$ cat src/verilog/fsif_pkg.sv
// package: register map, field positions and carriers of the flash status/flag block
package fsif_pkg;
    // register addresses (word index on the register port)
    localparam logic [3:0] ADDR_STATUS  = 4'h0;
    localparam logic [3:0] ADDR_FLAGS   = 4'h1;
    localparam logic [3:0] ADDR_IRQ_EN  = 4'h2;
    localparam logic [3:0] ADDR_CONFIG  = 4'h3;
    // status register fields
    localparam int ST_RDY   = 0;
    localparam int ST_HANG  = 1;
    localparam int ST_CHIP  = 2;
    localparam int ST_SUSP  = 3;
    localparam int ST_SECT  = 4;
    localparam int ST_PGM   = 5;
    localparam int ST_SEQLO = 6;
    localparam int ST_SEQHI = 7;
    // flag / enable fields (16-bit register, low byte reads zero)
    localparam int FL_RDY   = 8;
    localparam int FL_HANG  = 9;
    localparam int FL_WPS   = 10;
    localparam int FL_WB    = 11;
    localparam int FL_IDLE  = 12;
    localparam int FL_FIN   = 13;
    localparam int FL_ERR   = 14;
    localparam int FL_UNUSED = 15;
    // config register field
    localparam int CFG_SEQ_WE = 0;
    // reset values
    localparam logic [15:0] FLAGS_RST  = 16'h0000;
    localparam logic [15:0] IRQEN_RST  = 16'h0000;
    localparam logic        SEQ_WE_RST = 1'b0;
    // value returned for the undefined top flag bit
    localparam logic        UNUSED_RD  = 1'b0;

    // sequencer state encoding
    typedef enum logic [1:0] {
        FSIF_SEQ_IDLE = 2'b00,
        FSIF_SEQ_SEND = 2'b01,
        FSIF_SEQ_POLL = 2'b10,
        FSIF_SEQ_OFF  = 2'b11
    } fsif_seq_t;

    // flash macro status outputs
    typedef struct packed {
        logic programActive;
        logic sectorEraseActive;
        logic eraseSuspendAccepted;
        logic chipEraseActive;
        logic hang;
        logic ready;
    } fsif_macro_t;

    // sequencer and access events from the surrounding interface
    typedef struct packed {
        logic seqActive;      // sequencer is writing a word
        logic seqPolling;     // sequencer waits for end of programming
        logic seqWriteFail;   // sequencer could not write the data
        logic seqWriteDone;   // sequencer finished a write successfully
        logic flashWrite;     // a write command is presented to the flash
        logic writeIsSusRes;  // that write is suspend/resume/sector-add
        logic protectedHit;   // that write targets a protected sector
        logic standbyExit;    // first access after leaving standby
        logic autoFlagClear;  // auto transfer clears finish/idle flags
    } fsif_event_t;
endpackage

$ cat src/verilog/fsif_status_flags.sv
// flash operation status and sticky interrupt flags with register port
//
// The plain strobed port and the register offsets were left to the implementer.
module fsif_status_flags (
    // clock and reset
    input  wire logic                 clk,
    input  wire logic                 reset,
    // register port
    input  wire logic [3:0]           regAddr,
    input  wire logic [15:0]          regWrData,
    input  wire logic                 regWrite,
    input  wire logic                 regRead,
    input  wire logic                 regRmw,
    output logic [15:0]               regRdData,
    // flash macro status and interface events
    input  wire fsif_pkg::fsif_macro_t macroStatus,
    input  wire fsif_pkg::fsif_event_t events,
    // sequencer write enable and flag requests
    output logic                      seqWriteEnable,
    output logic [6:0]                flagIrq
);
    // each instance keeps its own state; no shared storage
    fsif_pkg::fsif_macro_t  macro_r;
    fsif_pkg::fsif_seq_t    seqState_r;
    fsif_pkg::fsif_seq_t    seqState_nxt;
    logic [15:0]            flags_r;
    logic [15:0]            flags_nxt;
    logic [15:0]            irqEn_r;
    logic                   seqWe_r;
    logic                   busyDet;
    logic                   busyDet_r;
    logic                   protDet_r;
    logic                   standbyPend_r;
    logic [15:0]            setMask;
    logic [15:0]            clrMask;
    logic [7:0]             statusVal;
    logic                   wrFlags;
    logic                   wrCfg;

    assign wrFlags = regWrite && (regAddr == fsif_pkg::ADDR_FLAGS);
    assign wrCfg   = regWrite && (regAddr == fsif_pkg::ADDR_CONFIG);

    // macro status captured once per clock; no register write reaches it
    always_ff @(posedge clk)
    begin
        if (reset)
        begin
            macro_r <= '0;
        end
        else
        begin
            macro_r <= macroStatus;
        end
    end

    // sequencer enable
    always_ff @(posedge clk)
    begin
        if (reset)
        begin
            seqWe_r <= fsif_pkg::SEQ_WE_RST;
        end
        else if (wrCfg)
        begin
            seqWe_r <= regWrData[fsif_pkg::CFG_SEQ_WE];
        end
    end

    // sequencer state view
    always_comb
    begin
        if (!seqWe_r)
        begin
            seqState_nxt = fsif_pkg::FSIF_SEQ_OFF;
        end
        else if (events.seqPolling)
        begin
            seqState_nxt = fsif_pkg::FSIF_SEQ_POLL;
        end
        else if (events.seqActive)
        begin
            seqState_nxt = fsif_pkg::FSIF_SEQ_SEND;
        end
        else
        begin
            seqState_nxt = fsif_pkg::FSIF_SEQ_IDLE;
        end
    end

    always_ff @(posedge clk)
    begin
        if (reset)
        begin
            seqState_r <= fsif_pkg::FSIF_SEQ_OFF;
        end
        else
        begin
            seqState_r <= seqState_nxt;
        end
    end

    // busy detection for write commands the flash cannot take
    always_comb
    begin
        busyDet = 1'b0;
        if (events.flashWrite && !macro_r.hang && !macro_r.eraseSuspendAccepted)
        begin
            if (events.seqActive || events.seqPolling)
            begin
                busyDet = 1'b1;
            end
            else if (macro_r.programActive || macro_r.chipEraseActive)
            begin
                busyDet = 1'b1;
            end
            else if (macro_r.sectorEraseActive && !events.writeIsSusRes)
            begin
                busyDet = 1'b1;
            end
            else if (standbyPend_r)
            begin
                busyDet = 1'b1;
            end
        end
    end

    // pending marker for the first write after standby exit
    always_ff @(posedge clk)
    begin
        if (reset)
        begin
            standbyPend_r <= 1'b0;
        end
        else if (events.standbyExit)
        begin
            standbyPend_r <= 1'b1;
        end
        else if (events.flashWrite)
        begin
            standbyPend_r <= 1'b0;
        end
    end

    // edge detector history
    always_ff @(posedge clk)
    begin
        if (reset)
        begin
            busyDet_r <= 1'b0;
            protDet_r <= 1'b0;
        end
        else
        begin
            busyDet_r <= busyDet;
            protDet_r <= events.flashWrite && events.protectedHit;
        end
    end

    // flag set and clear masks; set wins over clear
    always_comb
    begin
        setMask = '0;
        setMask[fsif_pkg::FL_ERR]  = events.seqWriteFail;
        setMask[fsif_pkg::FL_FIN]  = events.seqWriteDone;
        setMask[fsif_pkg::FL_IDLE] = (seqState_nxt == fsif_pkg::FSIF_SEQ_IDLE)
                                     && (seqState_r != fsif_pkg::FSIF_SEQ_IDLE);
        setMask[fsif_pkg::FL_WB]   = busyDet && !busyDet_r;
        setMask[fsif_pkg::FL_WPS]  = events.flashWrite && events.protectedHit
                                     && !protDet_r;
        setMask[fsif_pkg::FL_HANG] = macroStatus.hang && !macro_r.hang;
        setMask[fsif_pkg::FL_RDY]  = macroStatus.ready && !macro_r.ready
                                     && !macroStatus.hang;
        clrMask = '0;
        if (wrFlags)
        begin
            clrMask[14:8] = ~regWrData[14:8];
        end
        if (events.autoFlagClear)
        begin
            clrMask[fsif_pkg::FL_FIN]  = 1'b1;
            clrMask[fsif_pkg::FL_IDLE] = 1'b1;
        end
        flags_nxt = (flags_r & ~clrMask) | setMask;
        flags_nxt[fsif_pkg::FL_UNUSED] = 1'b0;
        flags_nxt[7:0] = '0;
    end

    always_ff @(posedge clk)
    begin
        if (reset)
        begin
            flags_r <= fsif_pkg::FLAGS_RST;
        end
        else
        begin
            flags_r <= flags_nxt;
        end
    end

    // interrupt enables
    always_ff @(posedge clk)
    begin
        if (reset)
        begin
            irqEn_r <= fsif_pkg::IRQEN_RST;
        end
        else if (regWrite && (regAddr == fsif_pkg::ADDR_IRQ_EN))
        begin
            irqEn_r <= {1'b0, regWrData[14:8], 8'h00};
        end
    end

    // gated requests, one per flag
    always_ff @(posedge clk)
    begin
        if (reset)
        begin
            flagIrq <= '0;
        end
        else
        begin
            flagIrq <= flags_nxt[14:8] & irqEn_r[14:8];
        end
    end

    always_ff @(posedge clk)
    begin
        if (reset)
        begin
            seqWriteEnable <= 1'b0;
        end
        else
        begin
            seqWriteEnable <= seqWe_r;
        end
    end

    // status view; ready forced low under hang
    always_comb
    begin
        statusVal = '0;
        statusVal[fsif_pkg::ST_RDY]   = macro_r.ready && !macro_r.hang;
        statusVal[fsif_pkg::ST_HANG]  = macro_r.hang;
        statusVal[fsif_pkg::ST_CHIP]  = macro_r.chipEraseActive;
        statusVal[fsif_pkg::ST_SUSP]  = macro_r.eraseSuspendAccepted;
        statusVal[fsif_pkg::ST_SECT]  = macro_r.sectorEraseActive;
        statusVal[fsif_pkg::ST_PGM]   = macro_r.programActive;
        statusVal[fsif_pkg::ST_SEQLO] = seqState_r[0];
        statusVal[fsif_pkg::ST_SEQHI] = seqState_r[1];
    end

    // read data, valid the cycle after the strobe
    always_ff @(posedge clk)
    begin
        if (reset)
        begin
            regRdData <= '0;
        end
        else if (regRead)
        begin
            if (regAddr == fsif_pkg::ADDR_STATUS)
            begin
                regRdData <= {8'h00, statusVal};
            end
            else if (regAddr == fsif_pkg::ADDR_FLAGS)
            begin
                if (regRmw)
                begin
                    regRdData <= {fsif_pkg::UNUSED_RD, 7'h7f, 8'h00};
                end
                else
                begin
                    regRdData <= {fsif_pkg::UNUSED_RD, flags_r[14:0]};
                end
            end
            else if (regAddr == fsif_pkg::ADDR_IRQ_EN)
            begin
                regRdData <= irqEn_r;
            end
            else if (regAddr == fsif_pkg::ADDR_CONFIG)
            begin
                regRdData <= {15'h0000, seqWe_r};
            end
            else
            begin
                regRdData <= '0;
            end
        end
        else
        begin
            regRdData <= '0;
        end
    end
endmodule // fsif_status_flags
$ cat config.mk
export PLATFORM = sky130hd
export DESIGN_NAME = fsif_status_flags
export DESIGN_NICKNAME = d
export VERILOG_FILES = /design/src/verilog/fsif_pkg.sv /design/src/verilog/fsif_status_flags.sv
export SDC_FILE = /design/constraint.sdc
export NUM_CORES = 1
export LEC_CHECK = 0
export BUFFER_PORTS_ARGS = -buffer_cell sky130_fd_sc_hd__buf_2
export CAP_MARGIN = 20
export CORE_ASPECT_RATIO = 0.8
export CORE_MARGIN = 2
export CORE_UTILIZATION = 35
export CTS_CLUSTER_SIZE = 25
export DETAILED_ROUTE_END_ITERATION = 7
export GPL_TIMING_DRIVEN = 0
export REMOVE_ABC_BUFFERS = 1
export SETUP_SLACK_MARGIN = 0.15
export SYNTH_ARGS = -nofsm -noshare
export SYNTH_HDL_FRONTEND = slang
export SYNTH_SLANG_ARGS = --single-unit
$ cat constraint.sdc
create_clock -name clk -period 2.17 [get_ports clk]
set_input_delay 0.1085 -clock clk [delete_from_list [all_inputs] [get_ports clk]]
set_output_delay 0.1085 -clock clk [all_outputs]
set_load 0.005 [all_outputs]
==> After elaboration in Yosys (flattened, before gate mapping) <==
Index checks and enable logic that the tools add are counted.
{ "word_totals": {"mem_bits_ro": 0, "ram_bits": 0, "n_memories": 0, "latch_bits": 0, "register_bits": 50} }
{ "op_classes": {"bitwise_logic": 6, "n_div": 0, "reduce_logical": 29, "n_addsub": 0, "n_lt_le_gt_ge": 0, "n_mul": 0, "n_eq_ne": 3, "n_shift": 0, "n_mux": 17} }
{ "op_table": {"columns": ["op", "count"], "rows": [
  ["15-bit 2-to-1 mux", 3],
  ["15-bit bitwise AND", 1],
  ["15-bit inverter", 1],
  ["15-bit OR", 1],
  ["1-bit logical AND", 14],
  ["1-bit 2-to-1 mux", 9],
  ["4-bit by 2-bit equality test with 1-bit output, second input constant", 2],
  ["8-bit 2-to-1 mux", 1],
  ["7-bit bitwise AND", 1],
  ["1-bit logical NOT", 7],
  ["7-bit 2-to-1 mux", 1],
  ["7-bit inverter", 1],
  ["2-bit 2-to-1 mux", 3],
  ["4-bit by 1-bit equality test with 1-bit output, second input constant", 1],
  ["4-bit logical NOT", 1],
  ["2-bit nonzero test", 2],
  ["3-bit OR reduction", 1],
  ["2-bit logical NOT", 1],
  ["1-bit logical OR", 2],
  ["2-bit OR reduction", 1],
  ["1-bit inverter", 1]
]} }

==> Longest topological paths before layout <==
Gate-level depths: netlist of run 1.
{ "depth": {"depth_word": 9, "mapped_depth": 4, "depth_no_buf": 3} }

==> Least setup slack after synthesis of run 1 <==
OpenSTA, ideal clock, no wires.
{ "synth_path": {"path_kind": "register to register", "start": "reg macro_r[2] (netlist name)", "end": "reg flags_r[11]", "stages_incl_launch_ff": 4, "slack_ns": 0.892, "setup_ns": 0.120, "period_less_slack_ns": 1.278, "arrival_ns": 1.158, "path_buffers": 0, "path_cell_list": "dfxtp_1 -> or4_1 -> o31a_1 -> o2bb2ai_1"} }
{ "synth_via": {"elab_chain_len": 6} }
{ "synth_rtl": {"columns": ["item", "line_no", "rtl"], "rows": [
  ["start, declared", "fsif_status_flags.sv:23", "fsif_pkg::fsif_macro_t macro_r;"],
  ["start signal, assigned", "fsif_status_flags.sv:52", "macro_r <= macroStatus;"],
  ["1-bit logical OR", "fsif_status_flags.sv:112", "else if (macro_r.programActive || macro_r.chipEraseActive)"],
  ["1-bit 2-to-1 mux", "fsif_status_flags.sv:112", null],
  ["1-bit 2-to-1 mux", "fsif_status_flags.sv:108", "if (events.seqActive || events.seqPolling)"],
  ["1-bit 2-to-1 mux", "fsif_status_flags.sv:106", "if (events.flashWrite && !macro_r.hang && !macro_r.eraseSuspendAccepted)"],
  ["1-bit logical AND", "fsif_status_flags.sv:167", "setMask[fsif_pkg::FL_WB] = busyDet && !busyDet_r;"],
  ["15-bit OR", "fsif_status_flags.sv:183", "flags_nxt = (flags_r & ~clrMask) | setMask;"],
  ["end signal, assigned", "fsif_status_flags.sv:192", "flags_r <= fsif_pkg::FLAGS_RST;"],
  ["end signal, assigned", "fsif_status_flags.sv:196", "flags_r <= flags_nxt;"],
  ["end, declared", "fsif_status_flags.sv:26", "logic [15:0] flags_r;"]
]} }
No other way between the ends.
A chain may end at the register's enable or synchronous reset.

==> Final worst setup path of run 1 <==
Ends and elaborated chain as after synthesis.

==> summary.md, run 1 <==
| Metric | Value |
|---|---|
| Total Nets Final | about 270 |
| RSZ-0062 raised after global routing | no |
| First-pass GRT wire length | approximately 6500 um |
| Synth warn | 0 |
| I/O Buffers | 54 |
| Tightest Pin Transition | 659 ps |
| Hold wc startpoint | macroStatus[3] |
| Post-Place Worst Slack | between 500 and 600 ps |
| # DRC | 0 |
| Design area | 0.00220 mm2 |
| Sequential element share of the synthesized area | 0.559 |
| Initial antenna violation count | 0 |
| Core area | roughly 0.0049 mm2 |
| Slowest cell delay on critical path | roughly 520 ps |
| Vias per Instance | between 4 and 5 |
| Final hold vios | 0 |
| Critical R2R Launch | macro_r[2]$_SDFF_PP0_ |
| WL/cell | between 10 and 15 um |
| Total CTS buffers | 5 |
| Final setup vio count | 0 |
| Gp weighted congestion | 0.734 |
| Most frequent cells in the layout | 55 x buf_2, 49 x dfxtp_1, 14 x o21ai_0 |
| Final WS setup | 797 ps |
| Final TNS setup | 0 ps |
| Cell area power density | 778 mW/mm2 |
| Status | finished, final reports clean |
| Critical path type | register to register |
| Final instance count without filler cells | 295 |
| Maxcap violations | 0 |
| Num ports | 64 |
| Share of layout cells above drive strength 1 | 0.292 |
| Synth Instances | approximately 180 |
| P_leak | 0.906 nW |
| Starting Density | 0.356 |
| Post_cts resized | 0 |
| # diodes | 0 |
| Area after DPL | 0.00208 mm2 |
| Vias in the first global route | approximately 1.4k |
| Worst path arrival time | 1570 ps |
| Overflow after GRT | 0 |
| # hold bufs at CTS | 0 |
| Area Overhead vs Synth | 25.4% |
| Max clock buf depth | 2 |
| Post-synth top area share | 0.559 |
| Clock Latency Late Sink | about 300 ps |
| Yosys top cell by area | dfxtp_1 |
| Final Cycle Share | 0.633 |
| Largest net degree at the start of global routing | 36 |
| Die Ht | roughly 67 um |
| Die width | 83.2 um |
| Slew HR | 0.555 |
| First drt pass iteration count | 4 |
| Worst-path cell with the longest stage delay | or4_1 |
| Post-CTS setup buffers | 0 |
| Commonest non-fill, non-tap cell in the layout | buf_2 |
| Clock sink total | 49 |
| Critical Path Source Type | register |
| Req. time, crit path | about 2400 ps |
| CP Launch Point | macro_r[2]$_SDFF_PP0_ |
| Dpl cells | around 290 |
| Synthesized area | 0.00175 mm2 |
| Clock transition at path regs | 80 ps |
| Worst hold path class | primary input to register |
| Setup slack, reg-to-reg | 800 ps |
| Total GRT Usage | 0.149 |
| Final Util | 0.447 |
| DP HPWL | 2780 um |
| Antenna viol nets, final | 0 |
| CTS tree | built |
| Via count | roughly 1.4k |
| Peak VDD IR | 0.282 mV |
| Worst Skew | a little over 7 ps |
| Final Max Slew Viols | 0 |
| Syn Area/Cell | 9.97 um2 |
| Crit Path Max Fanout | 2 |
| Post-synth cell types | 38 |
| Fin crit period | 1370 ps |
| Worst setup EP type | register |
| H-tree depth | 2 |
| Max Freq | 728 MHz |
| #FFs+latches synth | 49 |
| Initial DRC Count | 93 |
| Synth area leaders | dfxtp_1 56%, o21ai_0 4.0%, nor2b_1 3.9% |
| Detailed Route WL | 3810 um |
| CTS root buf | clkbuf_8 |
| Cell chain of the critical path | or4_1 -> o31a_1 -> o2bb2ai_1 |
| Die area | 0.00560 mm2 |
| FP Rows | 23 |
[flip-flops by register name, summed over array words and instances (netlist names), 2 cells and up]
register / cells
regRdData: 15
flags_r: 7
irqEn_r: 7
macro_r: 6
seqState_r: 2
flagIrq: 7
[path summary, 6_finish.rpt]
path,end,cells after the start
setup / recovery,flags_r[11]$_SDFF_PP0_,3
hold / removal,macro_r[3]$_SDFF_PP0_,2
setup reg to reg,flags_r[11]$_SDFF_PP0_,3
hold reg to reg,regRdData[4]$_SDFF_PP0_,1
[synthesized netlist by cell type]
cell type,n
nand2b_1,9
buf_4,1
clkbuf_1,5
and3b_1,1
o41a_1,1
a21oi_1,13
o21ba_2,1
nor4_1,1
nor4b_2,1
conb_1,1
nand3b_1,1
nor3_1,5
o32ai_1,1
o2bb2ai_1,2
or4_1,1
and2_1,8
nand2_1,10
buf_2,1
o31a_1,2
inv_1,7
or3_1,1
o21ai_1,1
dfxtp_1,49
o21ai_0,14
mux2_2,1
o311ai_0,1
a32o_1,1
nor2b_1,11
nand4b_1,7
nand3_1,2
nor2_1,4
a221oi_1,1
and2_0,1
o211ai_1,1
nor3b_2,1
or3b_2,1
o31ai_1,3
nor4b_1,4
[through the flow]
step	power, mW	hold slack (ps)
3_5_place_dp	1.07	323
3_3_place_gp	1.06	323
6_report	1.71	11.7
4_1_cts	1.73	1.54
2_1_floorplan	0.999	178
5_1_grt	1.79	20.0
[per-layer routing]
metal | GRT usage | vias to the layer above | part of all wire
li1 | - | 734 | -
met3 | 0.0403 | 7 | 0.063
met2 | 0.245 | 39 | 0.44
met5 | 0 | - | 0
met1 | 0.185 | 644 | 0.48
met4 | 0.0738 | 0 | 0.018
[worst max-delay path: cells and delay by family (launching register included)]
kind / cells / cell delay, ps
AOI/OAI and AO/OA: 2 / 440
DFF: 1 / 310
and+or+nand+nor: 1 / 520
[area by class of cell]
type	instances	area, um2
clock buffer	7	86.3
clock inverter	1	30.0
fill	495	2720
inverter	7	26.3
multi-input combinational	113	716
sequential	49	981
tap	62	77.6
timing repair buffer	56	283
[cells by family (layout without fill, tap and decap cells)]
group / count (synthesis) / count (layout) / share of synthesized area
AO/OA/AOI/OAI: 42 / 42 / 0.150
buffers and inverters: 14 / 71 / 0.0328
flip-flops: 49 / 49 / 0.559
multiplexers: 1 / 1 / 0.00642
other: 1 / 1 / 0.00214
AND/OR/NAND/NOR: 69 / 69 / 0.250
[power breakdown]
| part | total (mW) | switching, mW | internal, mW |
|---|---|---|---|
| clock | 0.667 | 0.291 | 0.376 |
| sequential | 0.932 | 0.0114 | 0.921 |
| combinational | 0.112 | 0.0602 | 0.0515 |
| total | 1.71 | 0.363 | 1.35 |
Power figures use the tool's default switching activity.
==> inputs of run 2 (changes only) <==
==> constraint.sdc (replaced) <==
create_clock -name clk -period 1.3 [get_ports clk]
set_input_delay 0.065 -clock clk [delete_from_list [all_inputs] [get_ports clk]]
set_output_delay 0.065 -clock clk [all_outputs]
set_load 0.005 [all_outputs]
==> run 2 against run 1 <==
  * Largest cell class unchanged
  * Non-clock buffer count increased by 8
  * Fmax up 6.0%
  * Sequential power grew 67%
  * Global-route usage grew 0.19 points
  * Critical path type unchanged
  * Via count is 2.4% higher
  * Combinational power rose by 92%
  * Highest routed layer unchanged
  * Critical endpoint unchanged
  * Worst setup slack got worse by 790 ps
  * Clock power increased by 66%
==> summary.md, run 2 (synthesis results as in run 1) <==
| Metric | Value |
|---|---|
| Hold Path Sink | macro_r[1]$_SDFF_PP0_ (was macro_r[3]$_SDFF_PP0_) |
| CTS tree | built (unchanged) |
| Detailed Route WL | 3930 um (was 3810 um) |
| Crit Path Max Fanout | 2 (unchanged) |
| Most frequent cells in the layout | 55 x buf_2, 48 x dfxtp_1, 14 x o21ai_0 (was 55 x buf_2, 49 x dfxtp_1, 14 x o21ai_0) |
| Final instance count without filler cells | 303 (was 295) |
| Die width | 83.2 um (unchanged) |
| Hold wc startpoint | macroStatus[1] (was macroStatus[3]) |
| WP buf/inv | 0 (unchanged) |
| Initial antenna violation count | 0 (unchanged) |
| Overflow after GRT | 0 (unchanged) |
| Critical Path Source Type | register (unchanged) |
| Starting Density | 0.356 (unchanged) |
| Total CTS buffers | 5 (unchanged) |
| First drt pass iteration count | 4 (unchanged) |
| Critical path type | register to register (unchanged) |
| Num ports | 64 (unchanged) |
| GR Layer Usage met1 | 0.191 (was 0.185) |
| Tot Pwr | 2.89 mW (was 1.71 mW) |
| Critical R2R Launch | macro_r[5]$_SDFF_PP0_ (was macro_r[2]$_SDFF_PP0_) |
| Largest delay contributor family on the critical path | simple AND/OR/NAND/NOR gates (unchanged) |
| I/O Buffers | 54 (unchanged) |
| Area after DPL | 0.00208 mm2 (unchanged) |
| Via count | 1,458 (was 1,424) |
| Largest Register | regRdData (unchanged) |
| Final WS setup | 5.37 ps (was 797 ps) |
| Clock sink total | 49 (unchanged) |
| Core area | 0.00492 mm2 (unchanged) |
| Met2 Resource Use GR | 0.246 (was 0.245) |
| Worst setup EP type | register (unchanged) |
| First-pass GRT wire length | 6560 um (was 6470 um) |
| Reg-to-reg endpoint | flags_r[11]$_SDFF_PP0_ (unchanged) |
| R2R cell count | 3 (unchanged) |
| Antenna viol nets, final | 0 (unchanged) |
| Max clock buf depth | 2 (unchanged) |
| Final Cycle Share | 0.996 (was 0.633) |
| # diodes | 0 (unchanged) |
| Dpl cells | 287 (unchanged) |
| Total GRT Usage | 0.151 (was 0.149) |
| Worst path arrival time | 1480 ps (was 1570 ps) |
| Clock Latency Late Sink | 300 ps (about the same) |
| Cell area power density | 1250 mW/mm2 (was 778 mW/mm2) |
| FP Rows | 23 (unchanged) |
| WL/cell | 13.0 um (was 12.9 um) |
| Vias per Instance | 4.81 (was 4.83) |
| H-tree depth | 2 (unchanged) |
| Vias in the first global route | 1,447 (was 1,430) |
| Setup slack, reg-to-reg | 5 ps (was 800 ps) |
| Grt peak-use layer | met2 (unchanged) |
| Slowest cell delay on critical path | 490 ps (was 520 ps) |
| Worst Skew | 7.40 ps (was 7.26 ps) |
| Share of layout cells above drive strength 1 | 0.311 (was 0.292) |
| Gp weighted congestion | 0.734 (unchanged) |
| Req. time, crit path | 1490 ps (was 2360 ps) |
| Area Overhead vs Synth | 32.1% (was 25.4%) |
| Final Max Slew Viols | 0 (unchanged) |
| RSZ-0062 raised after global routing | yes (was no) |
| Cell chain of the critical path | or4_4 -> o31a_1 -> o2bb2ai_1 (was or4_1 -> o31a_1 -> o2bb2ai_1) |
| # DRC | 0 (unchanged) |
| DP HPWL | 2780 um (unchanged) |
| Status | finished, final reports clean (unchanged) |
| P_leak | 0.953 nW (was 0.906 nW) |
| Total Nets Final | 280 (was 272) |
| Design area | 0.00232 mm2 (was 0.00220 mm2) |
| Number of flip-flops under the largest register name | 15 (unchanged) |
| Clock transition at path regs | 80 ps (about the same) |
| Peak VDD IR | 0.471 mV (was 0.282 mV) |
| Initial DRC Count | 92 (was 93) |
| Worst-path cell with the longest stage delay | or4_4 (was or4_1) |
| Final TNS setup | 0 ps (unchanged) |
| Worst hold path class | primary input to register (unchanged) |
| CTS root buf | clkbuf_8 (unchanged) |
| Maxcap violations | 0 (unchanged) |
| Fin crit period | 1290 ps (was 1370 ps) |
| Met3 usage | 0.0391 (was 0.0403) |
| Max Freq | 772 MHz (was 728 MHz) |
| Final hold vios | 0 (unchanged) |
| Tightest Pin Transition | 691 ps (was 659 ps) |
| Hold path depth | 2 (unchanged) |
| Die area | 0.00560 mm2 (unchanged) |
| Slew HR | 0.533 (was 0.555) |
| Largest net degree at the start of global routing | 36 (unchanged) |
| Die Ht | 67.3 um (unchanged) |
| Commonest non-fill, non-tap cell in the layout | buf_2 (unchanged) |
| Final setup vio count | 0 (unchanged) |
| Post-Place Worst Slack | -313 ps (was 514 ps) |
==> run 2: repair_timing <==
item                                    4_1_cts  5_1_grt
endpoints found under the hold margin         8        0
pin swaps                                     2        1
endpoints found under the setup margin       19       22
gates resized for setup                       4        5
hold buffers                                  7        0
setup buffers                                 0        1
==> run 2: worst max-delay path by stage <==
stage	slack [ps]	startpoint	endpoint	cells after the start
after floorplan	-60	regAddr[0]	irqEn_r[10]$_SDFFE_PP0P_	3
after global placement	-750	regAddr[0]	irqEn_r[8]$_SDFFE_PP0P_	4
after detailed placement	-310	regAddr[0]	irqEn_r[8]$_SDFFE_PP0P_	5
after CTS	-0.7	macro_r[5]$_SDFF_PP0_	flags_r[11]$_SDFF_PP0_	3
after global routing	-60	macro_r[5]$_SDFF_PP0_	flags_r[11]$_SDFF_PP0_	3
final	5	macro_r[5]$_SDFF_PP0_	flags_r[11]$_SDFF_PP0_	3
==> run 2: worst register-to-register path: stages, from the launching register on <==
cell       delay [ps]
dfxtp_1           310
or4_4             490
o31a_1            270
o2bb2ai_1         120
==> run 2: area by class of cell <==
type	count	area (um2)
Clock buffer	7	86.3
Clock inverter	1	30.0
Fill cell	486	2600
Inverter	7	26.3
Multi-Input combinational cell	113	754
Sequential cell	49	982
Tap cell	62	77.6
Timing Repair Buffer	64	360
==> run 2: stage by stage <==
stage	hold slack (ps)	utilization
floorplan	134	-
global route	15.2	0.471
global placement	280	0.421
CTS	0.647	0.464
finish	12.8	0.471
detailed placement	279	0.423
==> run 2: power breakdown <==
group	leakage (nW)	switching, mW	total [mW]	internal [mW]
clock network	0.0585	0.487	1.11	0.627
registers	0.399	0.0208	1.56	1.54
logic	0.496	0.109	0.215	0.106
total	0.953	0.616	2.89	2.27
==> run 2: routing by layer <==
metal,share of wire,vias to the layer above
met5,0,-
met3,0.064,7
met1,0.48,665
li1,-,744
met2,0.43,42
met4,0.018,0
